==> src/logic/init_seq_consts.svh <==
// Timing and size constants for the init and timeout sequencer
`ifndef INIT_SEQ_CONSTS_SVH
`define INIT_SEQ_CONSTS_SVH
`define CLK_PERIOD_NS 100
`define TIMEOUT_A_MS 750
`define TIMEOUT_B_MS 2000
`define TIMEOUT_C_MS 200
`define TIMEOUT_D_MS 30
`define SELF_TEST_MS 1000
`define MS_TO_CYC(ms) ((ms) * 1000000 / `CLK_PERIOD_NS)
`define BUF_MAX_BYTES 3968
`define BUF_DEF_BYTES 1024
`define ST_POWERON_CYC 16
`endif

==> src/logic/init_seq_pkg.sv <==
// Types for the init and timeout sequencer
package init_seq_pkg;
   typedef enum logic [2:0] {
      S_HELD,
      S_POST,
      S_WAIT_STARTUP,
      S_EARLY,
      S_SELF_TEST,
      S_READY
   } seq_state_e;
   typedef enum logic [1:0] {
      TO_A,
      TO_B,
      TO_C,
      TO_D
   } timeout_sel_e;
endpackage

==> src/logic/init_seq.sv <==
// Init indication, self-test ordering, interface timeouts and buffer limits
//
// Behaviour
// - Timeout A is 750 ms and timeout B is 2000 ms.
// - Timeout C is 200 ms, timeout D 30 ms; transitions bounded by them.
// - Command cancel must finish within timeout B.
// - Low-to-high transition of active-low reset is the init indication.
// - Init indication comes from the reset pin.
// - Device resets itself when the reset input is released.
// - Commands are refused while reset is held asserted.
// - Only the release of reset matters; asserted time may run internal tests.
// - State changes made while reset is asserted are discarded on release.
// - Hash signals and startup functions are tested before startup is accepted.
// - Early-boot commands run after startup without an implicit self-test.
// - Partial self-test finishes in under one second.
// - Data buffer in the shared buffer map never exceeds 3968 bytes.
// - Commands whose response would overflow the output buffer are refused; the code checks response length only when SEPARATE_BUFS is set.
// - Data buffer holds the largest implemented command.
`timescale 1ns/100ps
`include "init_seq_consts.svh"
module init_seq
   import init_seq_pkg::*;
#(
   parameter int BUF_BYTES = `BUF_DEF_BYTES,
   parameter int MAX_CMD_BYTES = `BUF_DEF_BYTES,
   parameter bit SEPARATE_BUFS = 1'b0,
   parameter bit CRB_MAP = 1'b1,
   parameter int TO_A_CYC = `MS_TO_CYC(`TIMEOUT_A_MS),
   parameter int TO_B_CYC = `MS_TO_CYC(`TIMEOUT_B_MS),
   parameter int TO_C_CYC = `MS_TO_CYC(`TIMEOUT_C_MS),
   parameter int TO_D_CYC = `MS_TO_CYC(`TIMEOUT_D_MS),
   parameter int SELF_TEST_CYC = `MS_TO_CYC(`SELF_TEST_MS) - 1,
   parameter int POST_CYC = `ST_POWERON_CYC
) (
   input wire logic CORE_CLK, // 10 MHz core clock
   input wire logic RESETN, // Async active-low reset
   input wire logic MOD_RESETN, // Module reset pin, low = held
   input wire logic CMD_VALID, // Command offered, held until taken or refused
   input wire logic CMD_STARTUP, // Command is the startup command
   input wire logic CMD_EARLY, // Command is on the early-boot list
   input wire logic CMD_SELF_TEST, // Command is a self-test request
   input wire logic CMD_FULL_TEST, // Full test flag of a self-test request
   input wire logic CMD_CANCEL, // Cancel request for running command
   input wire logic [15:0] CMD_RSP_BYTES, // Expected response length
   input wire logic [15:0] CMD_BYTES, // Command length
   input wire logic CMD_DONE, // Running command has finished
   input wire logic TO_START, // Start an interface timeout
   input wire logic [1:0] TO_SEL, // Which timeout to start
   output logic CMD_ACCEPT, // One-cycle pulse: command taken
   output logic CMD_REFUSE, // One-cycle pulse: command refused
   output logic CMD_ERR_SIZE, // One-cycle pulse: size error
   output logic INIT_PULSE, // One-cycle init indication
   output logic POST_DONE, // Power-on tests finished
   output logic STARTED, // Startup command completed
   output logic SELF_TEST_BUSY, // Self-test in progress
   output logic TO_EXPIRED, // One-cycle pulse: timeout ran out
   output logic CANCEL_TIMEOUT, // One-cycle pulse: cancel exceeded limit
   output logic [15:0] BUF_SIZE // Data buffer size in bytes
);

   // Parameter sanity, refused at elaboration rather than found at run time
   if (CRB_MAP && BUF_BYTES > `BUF_MAX_BYTES) begin : g_buf_map_check
      $error("buffer too large for address map");
   end
   if (BUF_BYTES < MAX_CMD_BYTES || BUF_BYTES > 65535) begin : g_buf_cmd_check
      $error("buffer smaller than largest command or wider than the size port");
   end
   if (TO_A_CYC < 1 || TO_B_CYC < 1 || TO_C_CYC < 1 || TO_D_CYC < 1) begin : g_to_check
      $error("timeout counts must be at least one");
   end
   if (POST_CYC < 1 || SELF_TEST_CYC < 1) begin : g_count_check
      $error("test counts must be at least one");
   end

   logic rst_meta;
   logic rst_sync;
   logic rst_prev;
   seq_state_e state;
   logic [31:0] post_cnt;
   logic [31:0] st_cnt;
   logic [31:0] to_cnt;
   logic to_run;
   logic cancel_run;
   logic [31:0] cancel_cnt;
   logic cmd_ok;
   logic size_bad;
   logic held;

   // Two-flop synchroniser on the module reset pin
   always_ff @(posedge CORE_CLK or negedge RESETN) begin
      if (!RESETN) begin
         rst_meta <= 1'b0;
         rst_sync <= 1'b0;
      end else begin
         rst_meta <= MOD_RESETN;
         rst_sync <= rst_meta;
      end
   end

   // Edge detect only on the second flop; assertion edge is ignored
   always_ff @(posedge CORE_CLK or negedge RESETN) begin
      if (!RESETN) begin
         rst_prev <= 1'b0;
      end else begin
         rst_prev <= rst_sync;
      end
   end
   assign INIT_PULSE = rst_sync & ~rst_prev;
   assign held = ~rst_sync;

   // Size checks: refuse on command length, and on response length only with separate buffers
   assign size_bad = (CMD_BYTES > 16'(BUF_BYTES))
                     || (SEPARATE_BUFS && CMD_RSP_BYTES > 16'(BUF_BYTES));
   assign BUF_SIZE = 16'(BUF_BYTES);

   // Which command is legal in each phase
   always_comb begin
      cmd_ok = 1'b0;
      case (state)
         S_WAIT_STARTUP: cmd_ok = CMD_STARTUP;
         S_EARLY: cmd_ok = CMD_EARLY | CMD_SELF_TEST;
         S_READY: cmd_ok = 1'b1;
         default: cmd_ok = 1'b0;
      endcase
   end

   // Commands while held or in wrong phase are refused, never acted on
   assign CMD_ACCEPT = CMD_VALID & ~held & cmd_ok & ~size_bad;
   assign CMD_REFUSE = CMD_VALID & (held | ~cmd_ok);
   assign CMD_ERR_SIZE = CMD_VALID & ~held & cmd_ok & size_bad;

   // Sequencer; release of reset restarts it, discarding held-time state
   always_ff @(posedge CORE_CLK or negedge RESETN) begin
      if (!RESETN) begin
         state <= S_HELD;
      end else if (held) begin
         state <= S_HELD;
      end else if (INIT_PULSE) begin
         state <= S_POST;
      end else begin
         case (state)
            S_POST: if (post_cnt == 32'(POST_CYC - 1)) state <= S_WAIT_STARTUP;
            S_WAIT_STARTUP: if (CMD_ACCEPT) state <= S_EARLY;
            S_EARLY: begin
               if (CMD_ACCEPT && CMD_SELF_TEST) begin
                  state <= CMD_FULL_TEST ? S_SELF_TEST : S_SELF_TEST;
               end
            end
            S_SELF_TEST: if (st_cnt == 32'(SELF_TEST_CYC - 1)) state <= S_READY;
            default: state <= state;
         endcase
      end
   end

   // Power-on test counter, runs only after init
   always_ff @(posedge CORE_CLK or negedge RESETN) begin
      if (!RESETN) begin
         post_cnt <= '0;
      end else if (state != S_POST || INIT_PULSE) begin
         post_cnt <= '0;
      end else begin
         post_cnt <= post_cnt + 32'd1;
      end
   end

   // Remaining self-test counter, bounded below one second
   always_ff @(posedge CORE_CLK or negedge RESETN) begin
      if (!RESETN) begin
         st_cnt <= '0;
      end else if (state != S_SELF_TEST) begin
         st_cnt <= '0;
      end else begin
         st_cnt <= st_cnt + 32'd1;
      end
   end

   assign POST_DONE = (state == S_WAIT_STARTUP) || (state == S_EARLY)
                      || (state == S_SELF_TEST) || (state == S_READY);
   assign STARTED = (state == S_EARLY) || (state == S_SELF_TEST) || (state == S_READY);
   assign SELF_TEST_BUSY = (state == S_SELF_TEST);

   // Interface timeout counter, one at a time
   always_ff @(posedge CORE_CLK or negedge RESETN) begin
      if (!RESETN) begin
         to_run <= 1'b0;
         to_cnt <= '0;
      end else if (held) begin
         to_run <= 1'b0;
         to_cnt <= '0;
      end else if (TO_START) begin
         to_run <= 1'b1;
         case (timeout_sel_e'(TO_SEL))
            TO_A: to_cnt <= 32'(TO_A_CYC);
            TO_B: to_cnt <= 32'(TO_B_CYC);
            TO_C: to_cnt <= 32'(TO_C_CYC);
            default: to_cnt <= 32'(TO_D_CYC);
         endcase
      end else if (to_run) begin
         to_cnt <= to_cnt - 32'd1;
         if (to_cnt == 32'd1) to_run <= 1'b0;
      end
   end
   // Count loads on the start edge, so expiry is sampled N edges after it
   assign TO_EXPIRED = to_run && (to_cnt == 32'd1) && !TO_START && !held;

   // Cancel watchdog: cancel must land within timeout B
   always_ff @(posedge CORE_CLK or negedge RESETN) begin
      if (!RESETN) begin
         cancel_run <= 1'b0;
         cancel_cnt <= '0;
      end else if (held || CMD_DONE) begin
         cancel_run <= 1'b0;
         cancel_cnt <= '0;
      end else if (CMD_CANCEL && !cancel_run) begin
         cancel_run <= 1'b1;
         cancel_cnt <= 32'(TO_B_CYC);
      end else if (cancel_run) begin
         cancel_cnt <= cancel_cnt - 32'd1;
         if (cancel_cnt == 32'd1) cancel_run <= 1'b0;
      end
   end
   // Completion in the last cycle still wins, so a finish in that cycle is not flagged
   assign CANCEL_TIMEOUT = cancel_run && (cancel_cnt == 32'd1) && !CMD_DONE && !held;

   // Assertions: init indication and reset handling
   a_init_one_cycle: assert property (@(posedge CORE_CLK)
      disable iff (!RESETN) INIT_PULSE |=> !INIT_PULSE)
      else $error("init pulse longer than a cycle");
   a_init_from_edge: assert property (@(posedge CORE_CLK)
      disable iff (!RESETN) INIT_PULSE |-> rst_sync && !$past(rst_sync))
      else $error("init without edge");
   a_sync_chain: assert property (@(posedge CORE_CLK)
      disable iff (!RESETN) rst_sync == $past(rst_meta))
      else $error("reset pin skipped a synchroniser stage");
   a_held_refuses: assert property (@(posedge CORE_CLK)
      disable iff (!RESETN) (held && CMD_VALID) |-> CMD_REFUSE && !CMD_ACCEPT)
      else $error("accepted while held");
   a_held_state: assert property (@(posedge CORE_CLK)
      disable iff (!RESETN) held |=> state == S_HELD)
      else $error("state kept while held");
   a_held_clears: assert property (@(posedge CORE_CLK)
      disable iff (!RESETN) held |=> !to_run && !cancel_run)
      else $error("timer kept while held");
   a_init_restart: assert property (@(posedge CORE_CLK)
      disable iff (!RESETN) INIT_PULSE |=> state == S_POST)
      else $error("no restart on release");

   // Assertions: phase ordering and self-test
   a_post_length: assert property (@(posedge CORE_CLK)
      disable iff (!RESETN || held)
      (state == S_POST && post_cnt == 32'(POST_CYC - 1)) |=> state == S_WAIT_STARTUP)
      else $error("power-on test length wrong");
   a_startup_gate: assert property (@(posedge CORE_CLK)
      disable iff (!RESETN) (CMD_ACCEPT && state == S_WAIT_STARTUP) |-> CMD_STARTUP)
      else $error("early command");
   a_phase_refuse: assert property (@(posedge CORE_CLK)
      disable iff (!RESETN) (CMD_VALID && !cmd_ok) |-> CMD_REFUSE && !CMD_ACCEPT)
      else $error("wrong-phase command taken");
   a_startup_flag: assert property (@(posedge CORE_CLK)
      disable iff (!RESETN || held) (state == S_WAIT_STARTUP && CMD_ACCEPT) |=> STARTED)
      else $error("startup not recorded");
   a_early_no_test: assert property (@(posedge CORE_CLK)
      disable iff (!RESETN || held)
      (state == S_EARLY && CMD_ACCEPT && !CMD_SELF_TEST) |=> state == S_EARLY)
      else $error("implicit self-test");
   a_ready_accepts: assert property (@(posedge CORE_CLK)
      disable iff (!RESETN)
      (state == S_READY && CMD_VALID && !held && !size_bad) |-> CMD_ACCEPT)
      else $error("ready phase refused a command");
   a_selftest_bound: assert property (@(posedge CORE_CLK)
      disable iff (!RESETN || held) (st_cnt == 32'(SELF_TEST_CYC - 1)) |=> state == S_READY)
      else $error("self-test overrun");

   // Assertions: size limits
   a_size_refuse: assert property (@(posedge CORE_CLK)
      disable iff (!RESETN) (CMD_BYTES > BUF_SIZE && CMD_VALID) |-> !CMD_ACCEPT)
      else $error("oversize accepted");
   a_one_answer: assert property (@(posedge CORE_CLK)
      disable iff (!RESETN) CMD_VALID |-> $onehot({CMD_ACCEPT, CMD_REFUSE, CMD_ERR_SIZE}))
      else $error("command answered other than once");

   // Assertions: interface and cancel timeouts
   a_timeout_a: assert property (@(posedge CORE_CLK)
      disable iff (!RESETN || held)
      (TO_START && TO_SEL == 2'd0) |=> to_cnt == 32'(TO_A_CYC))
      else $error("timeout A load");
   a_timeout_b: assert property (@(posedge CORE_CLK)
      disable iff (!RESETN || held)
      (TO_START && TO_SEL == 2'd1) |=> to_cnt == 32'(TO_B_CYC))
      else $error("timeout B load");
   a_timeout_c: assert property (@(posedge CORE_CLK)
      disable iff (!RESETN || held)
      (TO_START && TO_SEL == 2'd2) |=> to_cnt == 32'(TO_C_CYC))
      else $error("timeout C load");
   a_timeout_d: assert property (@(posedge CORE_CLK)
      disable iff (!RESETN || held)
      (TO_START && TO_SEL == 2'd3) |=> to_cnt == 32'(TO_D_CYC))
      else $error("timeout D load");
   a_expire_pulse: assert property (@(posedge CORE_CLK)
      disable iff (!RESETN) TO_EXPIRED |=> !TO_EXPIRED)
      else $error("timeout expiry longer than a cycle");
   a_cancel_load: assert property (@(posedge CORE_CLK)
      disable iff (!RESETN || held || CMD_DONE)
      (CMD_CANCEL && !cancel_run) |=> cancel_cnt == 32'(TO_B_CYC))
      else $error("cancel load");
   a_cancel_done: assert property (@(posedge CORE_CLK)
      disable iff (!RESETN) CMD_DONE |=> !cancel_run)
      else $error("cancel watchdog kept after completion");
   a_cancel_pulse: assert property (@(posedge CORE_CLK)
      disable iff (!RESETN) CANCEL_TIMEOUT |=> !CANCEL_TIMEOUT)
      else $error("cancel timeout longer than a cycle");

   // Main scenarios reached
   c_init: cover property (@(posedge CORE_CLK) INIT_PULSE);
   c_startup: cover property (@(posedge CORE_CLK) state == S_WAIT_STARTUP ##1 state == S_EARLY);
   c_selftest: cover property (@(posedge CORE_CLK) state == S_SELF_TEST ##1 state == S_READY);
   c_expire: cover property (@(posedge CORE_CLK) TO_EXPIRED);
   c_cancel_done: cover property (@(posedge CORE_CLK) cancel_run && CMD_DONE);

endmodule // init_seq

==> config.mk <==
export PLATFORM = sky130hd
export DESIGN_NAME = init_seq
export DESIGN_NICKNAME = d
export VERILOG_FILES = /design/src/logic/init_seq_pkg.sv /design/src/logic/init_seq.sv
export VERILOG_INCLUDE_DIRS = /design/src /design/src/logic
export SDC_FILE = /design/constraint.sdc
export NUM_CORES = 1
export LEC_CHECK = 0
export ABC_CLOCK_PERIOD_IN_PS = 3400
export BUFFER_PORTS_ARGS = -buffer_cell sky130_fd_sc_hd__buf_2
export CAP_MARGIN = 20
export CORE_MARGIN = 3
export CORE_UTILIZATION = 40
export CTS_BUF_LIST = sky130_fd_sc_hd__clkbuf_4
export DETAILED_ROUTE_END_ITERATION = 10
export HOLD_SLACK_MARGIN = 0.03
export PLACE_DENSITY_LB_ADDON = 0.15
export SYNTH_ARGS = -nofsm -noshare
export SYNTH_HDL_FRONTEND = slang
export SYNTH_SLANG_ARGS = --single-unit
==> constraint.sdc <==
create_clock -name CORE_CLK -period 3.4 [get_ports CORE_CLK]
set_input_delay 0.68 -clock CORE_CLK [delete_from_list [all_inputs] [get_ports CORE_CLK]]
set_output_delay 0.68 -clock CORE_CLK [all_outputs]
set_load 0.01 [all_outputs]
* Word level (Yosys, flattened, before mapping) *
Cells that the tools add are included.

cells by class
  multipliers = 0
  equal/unequal tests = 19
  $add $sub $neg = 4
  bitwise gates (word level) = 12
  multiplexer cells = 25
  magnitude comparators = 1
  shifts and indexed selects = 0
  reductions and logical operators = 21
  div/mod/pow operators = 0

operators by type and width
  cell                   number
  $mux 32                8
  $pmux 25 s3            1
  $add 32x1->32 const B  2
  $eq 32x1->1 const B    2
  $sub 32x1->32 const B  2
  $eq 32x24->1 const B   1
  $eq 32x4->1 const B    1
  $mux 3                 6
  $gt 16x11->1 const B   1
  $ne 4x4->1 const B     3
  $pmux 3 s4             1
  $logic_and 1x1->1      8
  $mux 1                 8
  $logic_or 1x1->1       7
  $and 1x1->1            6
  $eq 3x2->1 const B     2
  $eq 3x3->1 const B     2
  $ne 6x3->1 const B     1
  $reduce_and 5->1       1
  $ne 4x3->1 const B     1
  $not 1->1              4
  $eq 3x1->1 const B     1
  $logic_not 1->1        3
  $ne 3x1->1 const B     1
  other kinds (8)        9

storage, ports and cells
  memories kept = 0
  logic and storage cells = 92
  output and inout port bits = 25
  latch bits = 0
  flip-flop bits (word level) = 136
  bits in writable memories = 0
  ROM bits = 0
  input bits = 45

* Depth between registers and ports, before layout *
  depth in word-level cells = 9
  mapped depth = 9
  gate-level depth less buffers = 8

* Worst setup path after synthesis *
No wires, ideal clock.

  path kind = register -> output
  start point = reg to_cnt[10]
  end point = out TO_EXPIRED
  slack = 0.531 ns
  stages on the path, launching flop included = 7
  data arrival time = 2.189 ns
  path buffers = 1
  cells stage by stage = dfrtp_1 > or4_4 > or4_4 > buf_6 > and4bb_2 > nand3_1 > nor3_1

on the way
  cells in the longest elaborated chain, start to end = 4

ends and longest elaborated chain
  element                          line             source
  start: declaration               init_seq.sv:81   logic [31:0] to_cnt;
  start signal: assignment         init_seq.sv:193  TO_A: to_cnt <= 32'(TO_A_CYC);
  start signal: assignment         init_seq.sv:194  TO_B: to_cnt <= 32'(TO_B_CYC);
  start signal: assignment         init_seq.sv:195  TO_C: to_cnt <= 32'(TO_C_CYC);
  $eq 32x1->1                      init_seq.sv:204  assign TO_EXPIRED = to_run && (to_cnt == 32'd1) && !TO_START && !held;
  $logic_and 1x1->1 (3 in series)  init_seq.sv:204
  end: declaration                 init_seq.sv:56   output logic TO_EXPIRED,

No other way between the ends.

* Worst setup path after layout *
Ends and elaborated chain as after synthesis.

==> impl_metrics.json <==
{
  "status": "finished clean",
  "drt-vias-per-instance": 5.17,
  "cts_max_level": 4,
  "p_switching_mw": 0.935,
  "yosysTopAreaCell": "dfrtp_1",
  "slew_viol_final": 0,
  "setup_viol": 0,
  "max-vdd-ir-drop_mv": 0.200,
  "yosys_most_used_dff": "dfrtp_1",
  "period_share": 0.987,
  "grt_max_degree": 73,
  "synthDistinctLibCells": 50,
  "cts_tree": "yes",
  "synthTopCellsByCount": "dfrtp_1, nor2_1, o21ai_0",
  "synth_seq_area_share": 0.464,
  "synthesis.area_um2": 7340,
  "fmax_mhz": 298,
  "async_flop_share": 1.00,
  "grt_pass1_vias": 5679,
  "fin_skew_ps": 17.2,
  "clk_latency_ps": 560,
  "ys_top_cells_by_area": "dfrtp_1, nor2_1, xor2_1",
  "root_buffer": "clkbuf_4",
  "clk_path_buf_depth": 2,
  "seqPwrFrac": 0.531,
  "power_frac_clock": 0.321,
  "hold_class": "in -> async",
  "antenna_found_initial": 1,
  "dieArea_um2": 20000,
  "grt_usage": 0.167,
  "core_um2": 17600,
  "worstReg2RegStart": "cancel_cnt[4]$_DFFE_PN0P_",
  "cts_buffers": 17,
  "critPathMaxFanout": 3,
  "worstPathRequired_ps": 2720,
  "p_leak_nw": 3.47,
  "internal_power_mw": 2.29,
  "pwr-share-comb": 0.148,
  "cp_slowest_stage_delay_ps": 530,
  "worst-setup-path-type": "reg -> out",
  "hold_buffers": 0,
  "layout_min_cycle_time_ps": 3360,
  "dpl.hpwl_mm": 10.8,
  "critPathSlowestCell": "or4_4",
  "worstSetupEndpointType": "primary output",
  "place_area_um2": 7750,
  "final-hold-violation-count": 0,
  "die_y_um": 141,
  "post-route-util": 0.457,
  "drtAntennaViolNets": 0,
  "cp-startpoint": "to_cnt[10]$_DFFE_PN0P_",
  "crit_arrival_ps": 2680,
  "synth_most_common_cell": "dfrtp_1",
  "fill_cells": 1763,
  "max_slew_margin": 0.439,
  "layout-drive-gt1-share": 0.112,
  "p_sw_frac": 0.290,
  "synth_edf_count": 0,
  "drv_cap": 0,
  "die_x_um": 141,
  "avgSynthCellArea_um2": 8.86,
  "drtPass1Iterations": 4,
  "synthDominantCellAreaShare": 0.464,
  "clk_pin_slew_worst_paths_ps": 110,
  "dr.first_iter.drc_count": 346,
  "powerDensity_nw_per_um2": 401,
  "drcViolationCount": 0,
  "crit_top_cell": "or4_4",
  "synth_cells": 828,
  "syn_to_final_growth_pct": 9.65,
  "start_util": 0.417,
  "critPathLaunchType": "register",
  "rsz0062_at_grt": "true",
  "place_congestion": 0.767,
  "cts.sinks": 136,
  "ys_ff_latch": 136,
  "detail_route.wl_per_cell_um": 14.2,
  "crit_chain": "or4_4 -> or4_4 -> and4bb_2 -> nand3_2 -> nor3_2 -> buf_2",
  "grt_overflow": 0,
  "yosysWarnings": 0,
  "drt-total-wl_mm": 15.7,
  "rows": 48,
  "vias": 5728,
  "boundaryPins": 70,
  "worst_pin_slew_ps": 836,
  "fin_nets": 926,
  "grt_first_pass_wirelength_mm": 27.5,
  "stdcell_area_um2": 8050,
  "io_buffers": 36
}
## final timing paths
kind                       cells past startpoint  slack (ps)                          to
min                                            1         120        st_cnt[24]$_DFF_PN0_
max reg2reg                                    6         740  cancel_cnt[31]$_DFFE_PN0P_
max                                            6          40                  TO_EXPIRED
min in group CORE_CLK                          1         220          rst_meta$_DFF_PN0_
min reg2reg                                    0         360          rst_sync$_DFF_PN0_
max in group asynchronous                      2        2490   cancel_cnt[5]$_DFFE_PN0P_
## power by group through the flow
stage                     logic (mW)  clock network (mW)  registers (mW)
after global routing           0.545                1.15            1.72
after floorplan                0.353                   0            1.72
after global placement         0.462                   0            1.74
after CTS                      0.475                1.08            1.71
after detailed placement       0.467                   0            1.74
final                          0.476                1.04            1.71
## cells by family (layout without fill, tap and decap cells)
logic type | after synthesis | in the layout | share of synthesized area
compound gates | 128 | 128 | 0.0952
xor+xnor | 91 | 91 | 0.109
fa+ha+maj | 13 | 13 | 0.0222
buf+inv | 74 | 113 | 0.0471
flops | 136 | 136 | 0.464
mux | 1 | 1 | 0.00136
other cells | 2 | 17 | 0.00102
simple gates | 383 | 383 | 0.261
## critical path, delay by kind of cell, from the launching register on
family | cells | cell delay, ps
buffers and inverters | 1 | 160
flip-flops | 1 | 420
AND/OR/NAND/NOR | 5 | 1550
## sequential cells by signal (all words and copies together), names as in the netlist, 3 cells and up
signal / cells
to_cnt: 32
post_cnt: 32
st_cnt: 32
cancel_cnt: 32
state: 3
## layout by cell type, fill, tap and decap left out, drive strengths merged, types with 26 or more instances in the layout
cell type / netlist / routed
a21oi: 44 / 44
buf: 17 / 51
dfrtp: 136 / 136
inv: 29 / 29
nand2: 56 / 56
nand3: 40 / 40
nor2: 135 / 135
nor3: 26 / 26
nor4: 32 / 32
o21ai: 60 / 60
xnor2: 42 / 42
xor2: 49 / 49
## through the flow
stage / hold WS (ps) / power (mW) / cells / setup TNS [ps] / setup slack (ps)
after detailed placement: 337 / 2.21 / 1073 / 0 / 422
after global placement: 333 / 2.21 / 1072 / 0 / 444
final: 122 / 3.22 / 1107 / 0 / 42.6
after floorplan: 331 / 2.08 / 842 / 0 / 531
after global routing: 135 / 3.42 / 1107 / -106 / -106
after CTS: 124 / 3.27 / 1106 / 0 / 6.29
## what timing repair did
action / in CTS / in global routing
setup endpoints to repair: 2 / 2
pin swaps: 2 / 0
setup buffers: 1 / 0
gates resized for setup: 2 / 6
## final cells by class
cell class	instances	area [um^2]	area share
flip-flops and latches	136	3400	0.423
inverters	30	113	0.0140
clock inverters	12	109	0.0135
clock buffers	20	150	0.0187
repair buffers	51	315	0.0392
multi-input cells	632	3670	0.456
well taps	225	282	0.0350
diodes	1	2.50	0.000311
## layer usage
metal,up-vias,track usage,wire (um)
met5,-,0,0
met4,0,0.0460,140
met3,12,0.0377,471
met2,69,0.264,7200
met1,2710,0.233,7940
li1,2937,-,-
No activity file was read; power rests on OpenSTA's default activity.
